<file path="src/verilog/pcd_pkg.sv">
// constants, field positions and source codes for the priority crossbar decoder
package pcd_pkg;
   // ----------------------------------------------------------------
   // sizes
   // ----------------------------------------------------------------
   localparam int NPINS = 32;
   localparam int ADDR_W = 10;
   localparam int DATA_W = 32;
   localparam int NSLOTS = 12;
   localparam int SRC_CNT = 17;

   // ----------------------------------------------------------------
   // register indices (byte address is four times the index)
   // ----------------------------------------------------------------
   localparam logic [7:0] IDX_ROUTE_FIRST = 8'hE1;
   localparam logic [7:0] IDX_ROUTE_THIRD = 8'hC7;
   localparam logic [7:0] IDX_SKIP = 8'h10;
   localparam logic [7:0] IDX_IN_MODE = 8'h11;
   localparam logic [7:0] IDX_OUT_MODE = 8'h12;
   localparam logic [7:0] IDX_LATCH = 8'h13;
   localparam logic [7:0] IDX_PIN_READ = 8'h14;
   localparam logic [7:0] IDX_SS_MODE = 8'h15;
   localparam logic [7:0] IDX_EV_SEL = 8'h16;
   localparam logic [7:0] IDX_EV_FLAG = 8'h17;

   // ----------------------------------------------------------------
   // field positions
   // ----------------------------------------------------------------
   localparam int RF_CMP1_ASYNC = 7;
   localparam int RF_CMP1_SYNC = 6;
   localparam int RF_CMP0_ASYNC = 5;
   localparam int RF_CMP0_SYNC = 4;
   localparam int RF_SMBUS = 3;
   localparam int RF_SPI = 2;
   localparam int RF_CAN = 1;
   localparam int RF_UART = 0;
   localparam int RT_WEAK_PULLUP_DISABLE = 7;
   localparam int RT_CROSSBAR_ENABLE_BIT = 6;
   localparam int RT_LIN = 0;

   // ----------------------------------------------------------------
   // reset values, plus the three-wire select mode code
   // ----------------------------------------------------------------
   localparam logic [7:0] ROUTE_FIRST_RST = 8'h00;
   localparam logic [7:0] ROUTE_THIRD_RST = 8'h00;
   localparam logic SKIP_RST_BIT = 1'b0;
   localparam logic IN_MODE_RST_BIT = 1'b1;
   localparam logic OUT_MODE_RST_BIT = 1'b0;
   localparam logic LATCH_RST_BIT = 1'b1;
   localparam logic EV_SEL_RST_BIT = 1'b0;
   localparam logic [1:0] SS_MODE_RST = 2'h1;
   localparam logic [1:0] SS_MODE_3WIRE = 2'h0;

   // ----------------------------------------------------------------
   // fixed pins and source codes
   // ----------------------------------------------------------------
   localparam int PIN_UART_TX = 4;
   localparam int PIN_UART_RX = 5;
   localparam int PIN_CAN_TX = 6;
   localparam int PIN_CAN_RX = 7;

   typedef logic [4:0] pcd_src_type;
   localparam pcd_src_type SRC_GPIO = 5'h00;
   localparam pcd_src_type SRC_UART_TX = 5'h01;
   localparam pcd_src_type SRC_UART_RX = 5'h02;
   localparam pcd_src_type SRC_CAN_TX = 5'h03;
   localparam pcd_src_type SRC_CAN_RX = 5'h04;
   localparam pcd_src_type SRC_SLOT_BASE = 5'h05;
   // slots in priority order: sck miso mosi nss sda scl cp0 cp0a cp1 cp1a lin_tx lin_rx
   localparam pcd_src_type SRC_SDA = 5'h09;
   localparam pcd_src_type SRC_SCL = 5'h0A;
endpackage : pcd_pkg

</file>
<file path="src/verilog/pcd_route_if.sv">
// configuration in, pin sources out, between core and allocator
interface pcd_route_if #(parameter int NPINS = pcd_pkg::NPINS);
   logic [7:0] route_first;
   logic lin_en;
   logic [1:0] ss_mode;
   logic [NPINS-1:0] skip;
   pcd_pkg::pcd_src_type [NPINS-1:0] src;

   modport core (output route_first, output lin_en, output ss_mode, output skip, input src);
   modport alloc (input route_first, input lin_en, input ss_mode, input skip, output src);
endinterface : pcd_route_if

</file>
<file path="src/verilog/pcd_allocator.sv">
// combinational priority allocation of crossbar resources to pins
module pcd_allocator #(
   parameter int NPINS = pcd_pkg::NPINS
) (
   pcd_route_if.alloc rif
);
   import pcd_pkg::*;

   logic [NSLOTS-1:0] need;
   logic [NPINS-1:0] occ;
   logic found;
   pcd_src_type [NPINS-1:0] src;

   always_comb begin
      need = '0;
      need[0] = rif.route_first[RF_SPI];
      need[1] = rif.route_first[RF_SPI];
      need[2] = rif.route_first[RF_SPI];
      need[3] = rif.route_first[RF_SPI] & (rif.ss_mode != SS_MODE_3WIRE);
      need[4] = rif.route_first[RF_SMBUS];
      need[5] = rif.route_first[RF_SMBUS];
      need[6] = rif.route_first[RF_CMP0_SYNC];
      need[7] = rif.route_first[RF_CMP0_ASYNC];
      need[8] = rif.route_first[RF_CMP1_SYNC];
      need[9] = rif.route_first[RF_CMP1_ASYNC];
      need[10] = rif.lin_en;
      need[11] = rif.lin_en;
   end

   always_comb begin
      found = 1'b0;
      occ = rif.skip;
      for (int p = 0; p < NPINS; p++) begin
         src[p] = SRC_GPIO;
      end
      if (rif.route_first[RF_UART]) begin
         src[PIN_UART_TX] = SRC_UART_TX;
         src[PIN_UART_RX] = SRC_UART_RX;
         occ[PIN_UART_TX] = 1'b1;
         occ[PIN_UART_RX] = 1'b1;
      end
      if (rif.route_first[RF_CAN]) begin
         src[PIN_CAN_TX] = SRC_CAN_TX;
         src[PIN_CAN_RX] = SRC_CAN_RX;
         occ[PIN_CAN_TX] = 1'b1;
         occ[PIN_CAN_RX] = 1'b1;
      end
      // lowest free pin per slot, slots walked in priority order
      for (int s = 0; s < NSLOTS; s++) begin
         found = 1'b0;
         if (need[s]) begin
            for (int p = 0; p < NPINS; p++) begin
               if (!found && !occ[p]) begin
                  src[p] = SRC_SLOT_BASE + 5'(s);
                  occ[p] = 1'b1;
                  found = 1'b1;
               end
            end
         end
      end
   end

   assign rif.src = src;
endmodule : pcd_allocator

</file>
<file path="src/verilog/pcd_pin_cell.sv">
// one port cell: driver enable, open-drain handling and weak pull-up
module pcd_pin_cell (
   input wire logic dig,
   input wire logic push_pull,
   input wire logic xbar_en,
   input wire logic wpd,
   input wire logic is_smbus,
   input wire logic drv_req,
   input wire logic val,
   output logic out,
   output logic oe,
   output logic pull,
   output logic rx_en
);
   logic od;

   always_comb begin
      od = ~push_pull | is_smbus;
      out = val;
      oe = dig & xbar_en & drv_req & (~od | ~val);
      // the disable bit only reaches open-drain cells; push-pull keeps its pull
      pull = dig & (~wpd | ~od) & ~(oe & ~val);
      rx_en = dig;
   end
endmodule : pcd_pin_cell

</file>
<file path="src/verilog/pcd_crossbar.sv">
// priority crossbar decoder top: register slave, pin routing, event capture
// Function
// - lowest free unskipped pin, fixed priority order
// - uart tx on pin 4, rx pin 5
// - can tx on pin 6, rx pin 7
// - assigned pins passed over later
// - skipped pins never given to crossbar slots; uart and can pins ignore skip
// - paired lines requested together; each takes a pin only while a free one is left
// - leftover pins stay general-purpose port pins
// - spi takes three or four pins
// - crossbar off keeps every pin plain input
// - output drivers off while crossbar disabled
// - output mode bit picks driver type, except on smbus pins
// - smbus pins always open-drain
// - pull-ups on unless disable bit set on an open-drain pin
// - pull-up off while pin drives low
// - input mode 1 digital, 0 analog; reset digital
// - analog pin: no pull-up, driver, receiver
// - selected pin transition raises event/wake
// - events on any digital pin, never analog
// - first route register comparator enables, bits 7-4
// - first route register bits 3-0 peripheral enables
// - after reset pins floating with pull-ups
// - third register: enable bit 6, pull-up disable bit 7
//
// Implementation choice: the Avalon-MM register port.
module pcd_crossbar #(
   parameter int NPINS = pcd_pkg::NPINS
) (
   input wire logic ref_clk,
   input wire logic rstn,
   input wire logic [pcd_pkg::ADDR_W-1:0] avs_address,
   input wire logic avs_read,
   input wire logic avs_write,
   input wire logic [pcd_pkg::DATA_W-1:0] avs_writedata,
   input wire logic [3:0] avs_byteenable,
   output logic [pcd_pkg::DATA_W-1:0] avs_readdata,
   output logic avs_waitrequest,
   input wire logic [NPINS-1:0] pin_in,
   output logic [NPINS-1:0] pin_out,
   output logic [NPINS-1:0] pin_oe,
   output logic [NPINS-1:0] pin_pull_en,
   output logic [NPINS-1:0] pin_rx_en,
   input wire logic [pcd_pkg::SRC_CNT-1:0] periph_out,
   input wire logic [pcd_pkg::SRC_CNT-1:0] periph_oe,
   output logic [pcd_pkg::SRC_CNT-1:0] periph_in,
   output logic [NPINS-1:0] event_flag,
   output logic event_wake
);
   import pcd_pkg::*;

   // ----------------------------------------------------------------
   // declarations
   // ----------------------------------------------------------------
   logic wait_r;
   logic [DATA_W-1:0] rdata_r;
   logic [DATA_W-1:0] rd_mux;
   logic commit_wr;
   logic [7:0] idx;

   logic [7:0] route_first_r;
   logic weak_pullup_disable_r, crossbar_enable_bit_r, lin_en_r;
   logic [1:0] ss_mode_r;
   logic [NPINS-1:0] skip_r, in_mode_r, out_mode_r, latch_r, ev_sel_r;
   logic [NPINS-1:0] ev_flag_r;
   logic [NPINS-1:0] ev_flag_nxt;
   logic ev_wake_r;

   logic [NPINS-1:0] pin_meta_r, pin_sync_r, pin_prev_r;
   logic [NPINS-1:0] pin_read;
   logic [NPINS-1:0] ev_edge;

   pcd_src_type [NPINS-1:0] src_r;
   logic [NPINS-1:0] cell_val, cell_drv, cell_smb, cell_out, cell_oe, cell_pull, cell_rx;
   logic [NPINS-1:0] pin_out_r, pin_oe_r, pin_pull_r, pin_rx_r;
   logic [SRC_CNT-1:0] periph_in_r;
   logic [SRC_CNT-1:0] periph_in_nxt;

   // merge a write into a 32-bit image under byte enables
   function automatic logic [DATA_W-1:0] be_merge(
      input logic [DATA_W-1:0] old,
      input logic [DATA_W-1:0] wd,
      input logic [3:0] be
   );
      logic [DATA_W-1:0] res;
      res = old;
      for (int b = 0; b < 4; b++) begin
         if (be[b]) begin
            res[b*8 +: 8] = wd[b*8 +: 8];
         end
      end
      return res;
   endfunction : be_merge

   // ----------------------------------------------------------------
   // pin input synchroniser
   // ----------------------------------------------------------------
   // pads are asynchronous to ref_clk; only pin_sync_r and its copy pin_prev_r are ever read
   always_ff @(posedge ref_clk) begin
      if (!rstn) begin
         pin_meta_r <= '0;
         pin_sync_r <= '0;
         pin_prev_r <= '0;
      end else begin
         pin_meta_r <= pin_in;
         pin_sync_r <= pin_meta_r;
         pin_prev_r <= pin_sync_r;
      end
   end

   // analog pins have no receiver and read back as zero
   assign pin_read = pin_sync_r & in_mode_r;

   // ----------------------------------------------------------------
   // avalon slave handshake
   // ----------------------------------------------------------------
   // one wait cycle per access; write and read data land on the low cycle
   assign idx = avs_address[ADDR_W-1:2];
   assign commit_wr = avs_write & ~wait_r;

   always_ff @(posedge ref_clk) begin
      if (!rstn) begin
         wait_r <= 1'b1;
      end else if (wait_r && (avs_read || avs_write)) begin
         wait_r <= 1'b0;
      end else begin
         wait_r <= 1'b1;
      end
   end

   always_ff @(posedge ref_clk) begin
      if (!rstn) begin
         rdata_r <= '0;
      end else if (wait_r && avs_read) begin
         rdata_r <= rd_mux;
      end
   end

   always_comb begin
      rd_mux = '0;
      case (idx)
         IDX_ROUTE_FIRST: rd_mux = DATA_W'(route_first_r);
         IDX_ROUTE_THIRD: begin
            rd_mux[RT_WEAK_PULLUP_DISABLE] = weak_pullup_disable_r;
            rd_mux[RT_CROSSBAR_ENABLE_BIT] = crossbar_enable_bit_r;
            rd_mux[RT_LIN] = lin_en_r;
         end
         IDX_SKIP: rd_mux = DATA_W'(skip_r);
         IDX_IN_MODE: rd_mux = DATA_W'(in_mode_r);
         IDX_OUT_MODE: rd_mux = DATA_W'(out_mode_r);
         IDX_LATCH: rd_mux = DATA_W'(latch_r);
         IDX_PIN_READ: rd_mux = DATA_W'(pin_read);
         IDX_SS_MODE: rd_mux = DATA_W'(ss_mode_r);
         IDX_EV_SEL: rd_mux = DATA_W'(ev_sel_r);
         IDX_EV_FLAG: rd_mux = DATA_W'(ev_flag_r);
         default: rd_mux = '0;
      endcase
   end

   // ----------------------------------------------------------------
   // routing enable registers
   // ----------------------------------------------------------------
   always_ff @(posedge ref_clk) begin
      if (!rstn) begin
         route_first_r <= ROUTE_FIRST_RST;
      end else if (commit_wr && idx == IDX_ROUTE_FIRST && avs_byteenable[0]) begin
         route_first_r <= avs_writedata[7:0];
      end
   end

   always_ff @(posedge ref_clk) begin
      if (!rstn) begin
         weak_pullup_disable_r <= ROUTE_THIRD_RST[RT_WEAK_PULLUP_DISABLE];
         crossbar_enable_bit_r <= ROUTE_THIRD_RST[RT_CROSSBAR_ENABLE_BIT];
         lin_en_r <= ROUTE_THIRD_RST[RT_LIN];
      end else if (commit_wr && idx == IDX_ROUTE_THIRD && avs_byteenable[0]) begin
         weak_pullup_disable_r <= avs_writedata[RT_WEAK_PULLUP_DISABLE];
         crossbar_enable_bit_r <= avs_writedata[RT_CROSSBAR_ENABLE_BIT];
         lin_en_r <= avs_writedata[RT_LIN];
      end
   end

   always_ff @(posedge ref_clk) begin
      if (!rstn) begin
         ss_mode_r <= SS_MODE_RST;
      end else if (commit_wr && idx == IDX_SS_MODE && avs_byteenable[0]) begin
         ss_mode_r <= avs_writedata[1:0];
      end
   end

   // ----------------------------------------------------------------
   // per-pin configuration registers
   // ----------------------------------------------------------------
   always_ff @(posedge ref_clk) begin
      if (!rstn) begin
         skip_r <= {NPINS{SKIP_RST_BIT}};
      end else if (commit_wr && idx == IDX_SKIP) begin
         skip_r <= NPINS'(be_merge(DATA_W'(skip_r), avs_writedata, avs_byteenable));
      end
   end

   always_ff @(posedge ref_clk) begin
      if (!rstn) begin
         in_mode_r <= {NPINS{IN_MODE_RST_BIT}};
      end else if (commit_wr && idx == IDX_IN_MODE) begin
         in_mode_r <= NPINS'(be_merge(DATA_W'(in_mode_r), avs_writedata, avs_byteenable));
      end
   end

   always_ff @(posedge ref_clk) begin
      if (!rstn) begin
         out_mode_r <= {NPINS{OUT_MODE_RST_BIT}};
      end else if (commit_wr && idx == IDX_OUT_MODE) begin
         out_mode_r <= NPINS'(be_merge(DATA_W'(out_mode_r), avs_writedata, avs_byteenable));
      end
   end

   always_ff @(posedge ref_clk) begin
      if (!rstn) begin
         latch_r <= {NPINS{LATCH_RST_BIT}};
      end else if (commit_wr && idx == IDX_LATCH) begin
         latch_r <= NPINS'(be_merge(DATA_W'(latch_r), avs_writedata, avs_byteenable));
      end
   end

   always_ff @(posedge ref_clk) begin
      if (!rstn) begin
         ev_sel_r <= {NPINS{EV_SEL_RST_BIT}};
      end else if (commit_wr && idx == IDX_EV_SEL) begin
         ev_sel_r <= NPINS'(be_merge(DATA_W'(ev_sel_r), avs_writedata, avs_byteenable));
      end
   end

   // ----------------------------------------------------------------
   // allocation
   // ----------------------------------------------------------------
   pcd_route_if #(.NPINS(NPINS)) rif ();

   assign rif.route_first = route_first_r;
   assign rif.lin_en = lin_en_r;
   assign rif.ss_mode = ss_mode_r;
   assign rif.skip = skip_r;

   pcd_allocator #(.NPINS(NPINS)) u_alloc (
      .rif(rif.alloc)
   );

   // the whole map is re-latched every cycle, so any write shows next edge
   always_ff @(posedge ref_clk) begin
      if (!rstn) begin
         src_r <= '0;
      end else begin
         for (int p = 0; p < NPINS; p++) begin
            src_r[p] <= crossbar_enable_bit_r ? rif.src[p] : SRC_GPIO;
         end
      end
   end

   // ----------------------------------------------------------------
   // pin cells
   // ----------------------------------------------------------------
   always_comb begin
      for (int p = 0; p < NPINS; p++) begin
         if (src_r[p] == SRC_GPIO) begin
            cell_val[p] = latch_r[p];
            cell_drv[p] = 1'b1;
         end else begin
            cell_val[p] = periph_out[src_r[p]];
            cell_drv[p] = periph_oe[src_r[p]];
         end
         cell_smb[p] = (src_r[p] == SRC_SDA) || (src_r[p] == SRC_SCL);
      end
   end

   for (genvar g = 0; g < NPINS; g++) begin : g_cell
      pcd_pin_cell u_cell (
         .dig(in_mode_r[g]),
         .push_pull(out_mode_r[g]),
         .xbar_en(crossbar_enable_bit_r),
         .wpd(weak_pullup_disable_r),
         .is_smbus(cell_smb[g]),
         .drv_req(cell_drv[g]),
         .val(cell_val[g]),
         .out(cell_out[g]),
         .oe(cell_oe[g]),
         .pull(cell_pull[g]),
         .rx_en(cell_rx[g])
      );
   end

   always_ff @(posedge ref_clk) begin
      if (!rstn) begin
         pin_out_r <= '0;
         pin_oe_r <= '0;
         pin_pull_r <= '1;
         pin_rx_r <= '1;
      end else begin
         pin_out_r <= cell_out;
         pin_oe_r <= cell_oe;
         pin_pull_r <= cell_pull;
         pin_rx_r <= cell_rx;
      end
   end

   // ----------------------------------------------------------------
   // peripheral inputs
   // ----------------------------------------------------------------
   // unrouted inputs idle high, like a released serial line
   always_comb begin
      periph_in_nxt = '1;
      for (int c = 1; c < SRC_CNT; c++) begin
         for (int p = 0; p < NPINS; p++) begin
            if (src_r[p] == 5'(c)) begin
               periph_in_nxt[c] = pin_read[p];
            end
         end
      end
   end

   always_ff @(posedge ref_clk) begin
      if (!rstn) begin
         periph_in_r <= '1;
      end else begin
         periph_in_r <= periph_in_nxt;
      end
   end

   // ----------------------------------------------------------------
   // event capture
   // ----------------------------------------------------------------
   // works on skipped and routed pins alike; analog pins are masked off
   assign ev_edge = (pin_sync_r ^ pin_prev_r) & in_mode_r & ev_sel_r;

   // write one to clear; a new edge in the clearing cycle still sets
   always_comb begin
      ev_flag_nxt = ev_flag_r;
      if (commit_wr && idx == IDX_EV_FLAG) begin
         ev_flag_nxt = ev_flag_r & ~NPINS'(be_merge('0, avs_writedata, avs_byteenable));
      end
      ev_flag_nxt = ev_flag_nxt | ev_edge;
   end

   always_ff @(posedge ref_clk) begin
      if (!rstn) begin
         ev_flag_r <= '0;
         ev_wake_r <= 1'b0;
      end else begin
         ev_flag_r <= ev_flag_nxt;
         ev_wake_r <= |ev_flag_nxt;
      end
   end

   // ----------------------------------------------------------------
   // outputs
   // ----------------------------------------------------------------
   assign avs_readdata = rdata_r;
   assign avs_waitrequest = wait_r;
   assign pin_out = pin_out_r;
   assign pin_oe = pin_oe_r;
   assign pin_pull_en = pin_pull_r;
   assign pin_rx_en = pin_rx_r;
   assign periph_in = periph_in_r;
   assign event_flag = ev_flag_r;
   assign event_wake = ev_wake_r;
endmodule : pcd_crossbar

</file>
<file path="config.mk">
export PLATFORM = sky130hd
export DESIGN_NAME = pcd_crossbar
export DESIGN_NICKNAME = d
export VERILOG_FILES = /design/src/verilog/pcd_pkg.sv /design/src/verilog/pcd_route_if.sv /design/src/verilog/pcd_allocator.sv /design/src/verilog/pcd_pin_cell.sv /design/src/verilog/pcd_crossbar.sv
export SDC_FILE = /design/constraint.sdc
export NUM_CORES = 2
export LEC_CHECK = 0
export BUFFER_PORTS_ARGS = -buffer_cell sky130_fd_sc_hd__buf_2
export CAP_MARGIN = 25
export CORE_MARGIN = 2
export CORE_UTILIZATION = 50
export DETAILED_ROUTE_END_ITERATION = 8
export PLACE_DENSITY = 0.71
export SETUP_SLACK_MARGIN = 0.2
export SLEW_MARGIN = 10
export SYNTH_ARGS = -nofsm -noshare
export SYNTH_HDL_FRONTEND = slang
export SYNTH_SLANG_ARGS = --single-unit
</file>
<file path="constraint.sdc">
create_clock -name ref_clk -period 9.5 [get_ports ref_clk]
set_clock_uncertainty 0.2 [all_clocks]
set_input_delay 0.95 -clock ref_clk [delete_from_list [all_inputs] [get_ports ref_clk]]
set_output_delay 0.95 -clock ref_clk [all_outputs]
set_load 0.01 [all_outputs]
</file>
==> flow_metrics.env <==
export IMPL_power_density_mw_per_mm2=100
export IMPL_ys_ff_latch=639
export IMPL_syn_inst=6827
export IMPL_reg2reg_depth=26
export IMPL_clock_sinks=639
export IMPL_synthTopCellsByArea="dfxtp_1 25%, mux4_2 12%, nand2_1 7.3%"
export IMPL_rows=117
export IMPL_crit_arrival_ns=9.31
export IMPL_grt_max_degree=147
export IMPL_timing_final_crit_share=0.941
export IMPL_cp_max_fo=14
export IMPL_synth_top_cell_area_share=0.248
export IMPL_min_path_cells=1
export IMPL_core_mm2=0.102
export IMPL_drcViolationCount=0
export IMPL_grt_pass1_wl_mm=319
export IMPL_required_ns=9.87
export IMPL_placed_cells=8143
export IMPL_fin_setup_tns_ns=0
export IMPL_cts_root_buffer="clkbuf_16"
export IMPL_maxSlewViolCount=0
export IMPL_die_area_mm2=0.106
export IMPL_synth_fp_nets=6943
export IMPL_synth_edf_count=0
export IMPL_rr_startpoint="rif.skip[2]$_SDFFE_PN0P_"
export IMPL_place_hpwl_mm=168
export IMPL_ys_warn_count=0
export IMPL_final_util=0.552
export IMPL_drtAntennaViolNets=0
export IMPL_hold_violations=0
export IMPL_fin_cells=8276
export IMPL_nets=6966
export IMPL_holdPathEnd="pin_sync_r[2]$_SDFF_PN0_"
export IMPL_ys_top_cells_by_count="1,005 x nand2_1, 693 x nor2_1, 639 x dfxtp_1"
export IMPL_grt_use_total=0.385
export IMPL_postCtsSetupRepairBufs=0
export IMPL_antenna_found_initial=14
export IMPL_cp_start_kind="flip-flop"
export IMPL_synthArstFlopShare=0
export IMPL_overflow=0
export IMPL_p_total_mw=5.64
export IMPL_yosysMostFrequentCell="nand2_1"
export IMPL_htree_levels=2
export IMPL_place_congestion=1.02
export IMPL_clk_pin_slew_worst_paths_ns=0.07
export IMPL_cts_tree="built"
export IMPL_post_dp_cell_area_mm2=0.0541
export IMPL_synthesis_area_mm2=0.0515
export IMPL_dieHeight_um=325
export IMPL_min_period_ns=8.94
export IMPL_status="finished, final reports clean"
export IMPL_areaGrowthSynthToFinish_pct=9.43
export IMPL_wl_per_cell_um=25.8
export IMPL_synth_main_ff_cell="dfxtp_1"
export IMPL_yosysTopAreaCell="dfxtp_1"
export IMPL_criticalPathCategory="flip-flop to flip-flop"
export IMPL_rsz0062_at_grt="true"
export IMPL_vias_per_cell=7.00
export IMPL_worstSkewPairLatency_ns=0.66
export IMPL_grt_pass1_vias=51500
export IMPL_leakagePower_nw=18.7
export IMPL_cap_violations=0
export IMPL_avgSynthCellArea_um2=7.54
export IMPL_io_pins=327
export IMPL_io_buffers=323
export IMPL_worst_pin_slew_ns=1.10
export IMPL_cts_buffers=59
export IMPL_slew_headroom=0.258
export IMPL_min_from="pin_meta_r[2]$_SDFF_PN0_"
export IMPL_ff2ff_setup_slack_ns=0.56
export IMPL_yosysUniqueCellTypes=113
export IMPL_rr_endpoint="src_r[153]$_SDFF_PN0_"
export IMPL_seq_area_frac_synth=0.248
export IMPL_end_kind="flip-flop"
export IMPL_start_util=0.505
export IMPL_wl_mm=214
export IMPL_first_iter_violations=9494
export IMPL_first_pass_iters=9
export IMPL_hp_class="flip-flop to flip-flop"
export IMPL_timing_fmax_mhz=112
export IMPL_ir_worst_vdd_mv=0.168
export IMPL_die_w_um=325
export IMPL_vias=57900
export IMPL_final_area_mm2=0.0564
export IMPL_setup_viol=0
export IMPL_layout_drive_gt1_share=0.148
export IMPL_cts_max_path_buffers=3
power by group:
| part | total (mW) | internal [mW] | switching (mW) |
|---|---|---|---|
| Combinational | 0.350 | 0.126 | 0.224 |
| Clock | 2.56 | 1.45 | 1.11 |
| Sequential | 2.72 | 2.70 | 0.0215 |
| Total | 5.64 | 4.28 | 1.35 |
per-layer routing:
metal / share of wire / GRT usage / vias to the layer above
li1: - / - / 25800
met1: 0.42 / 0.574 / 27700
met2: 0.39 / 0.522 / 4026
met3: 0.15 / 0.121 / 341
met4: 0.031 / 0.113 / 8
met5: 0.00024 / 0 / -
through the flow:
| stage | hold WS (ns) | worst slack (ns) |
|---|---|---|
| floorplan | 0.212 | 2.12 |
| global placement | 0.212 | 0.491 |
| detailed placement | 0.219 | 0.288 |
| CTS | 0.237 | 0.287 |
| global route | 0.252 | 0.157 |
| finish | 0.234 | 0.565 |
area by class of cell:
cell class | instances | area [um^2]
Antenna cell | 10 | 25.0
Clock buffer | 85 | 1750
Clock inverter | 24 | 354
Fill cell | 9729 | 45700
Inverter | 69 | 264
Multi-Input combinational cell | 5576 | 36500
Sequential cell | 639 | 12800
Tap cell | 1368 | 1710
Timing Repair Buffer | 505 | 2970
worst max path at each step:
stage / start / endpoint / slack (ns) / depth (start not counted)
6_report: rif.skip[2]$_SDFFE_PN0P_ / src_r[153]$_SDFF_PN0_ / 0.56 / 26
4_1_cts: rif.skip[1]$_SDFFE_PN0P_ / src_r[133]$_SDFF_PN0_ / 0.29 / 24
3_5_place_dp: rif.skip[1]$_SDFFE_PN0P_ / src_r[133]$_SDFF_PN0_ / 0.29 / 24
5_1_grt: rif.skip[1]$_SDFFE_PN0P_ / src_r[153]$_SDFF_PN0_ / 0.16 / 28
2_1_floorplan: rif.skip[1]$_SDFFE_PN0P_ / src_r[150]$_SDFF_PN0_ / 2.12 / 26
3_3_place_gp: rif.skip[1]$_SDFFE_PN0P_ / src_r[131]$_SDFF_PN0_ / 0.49 / 24
worst max-delay path, stage by stage, from the launching register on:
cell      delay (ns)
dfxtp_1         0.54
buf_4           0.28
nand4_4         0.18
or4_4           0.62
o21ai_0         0.47
o211ai_1        0.18
a31oi_1         0.41
o211ai_2        0.20
or4_1           0.70
buf_4           0.22
nor3_4          0.32
a211oi_2        0.26
or4_1           0.68
maj3_2          0.34
a22oi_1         0.29
nand3_1         0.18
a221oi_2        0.34
a21boi_2        0.26
o21ai_2         0.17
a21oi_2         0.34
o21ai_2         0.15
a211oi_2        0.23
buf_4           0.23
and2b_1         0.21
o31ai_1         0.43
o21ai_1         0.18
a21oi_1         0.20
placed cells by master, fill, tap and decap left out, types with 87 or more instances in the layout:
cell,instances
dfxtp_1,636
mux2i_1,102
nor2b_1,87
mux4_2,270
o21ai_0,370
buf_2,333
a21oi_1,573
and2_1,199
a31oi_1,127
a22oi_1,96
nand2b_1,122
nand2_1,1005
nor3_1,174
nor2_1,687
o211ai_1,118
buf_4,166
a32oi_1,106
nand3_1,287
registers in the layout, summed over array words and instances (netlist names), 2 cells and up:
signal / flops
pin_oe: 32
pin_rx_en: 32
ev_sel_r: 32
event_flag: 32
periph_in: 16
src_r: 160
pin_prev_r: 32
rif.ss_mode: 2
avs_readdata: 32
out_mode_r: 32
latch_r: 32
pin_out: 32
in_mode_r: 32
pin_pull_en: 32
pin_meta_r: 32
rif.skip: 32
rif.route_first: 8
pin_sync_r: 32
kinds of logic after synthesis:
| family | share of synthesized area |
|---|---|
| muxes | 0.139 |
| adders and majority gates | 0.00928 |
| AOI/OAI and AO/OA | 0.273 |
| buffers and inverters | 0.0455 |
| other | 0.000146 |
| DFF | 0.248 |
| xor gates and xnor gates | 0.00969 |
| and+or+nand+nor | 0.275 |
timing repair:
item                                    in CTS  in global routing
endpoints found under the setup margin       0                 45
resized for setup                            0                 26
hold buffers                                 0                  0
No activity file was read; power rests on OpenSTA's default activity.
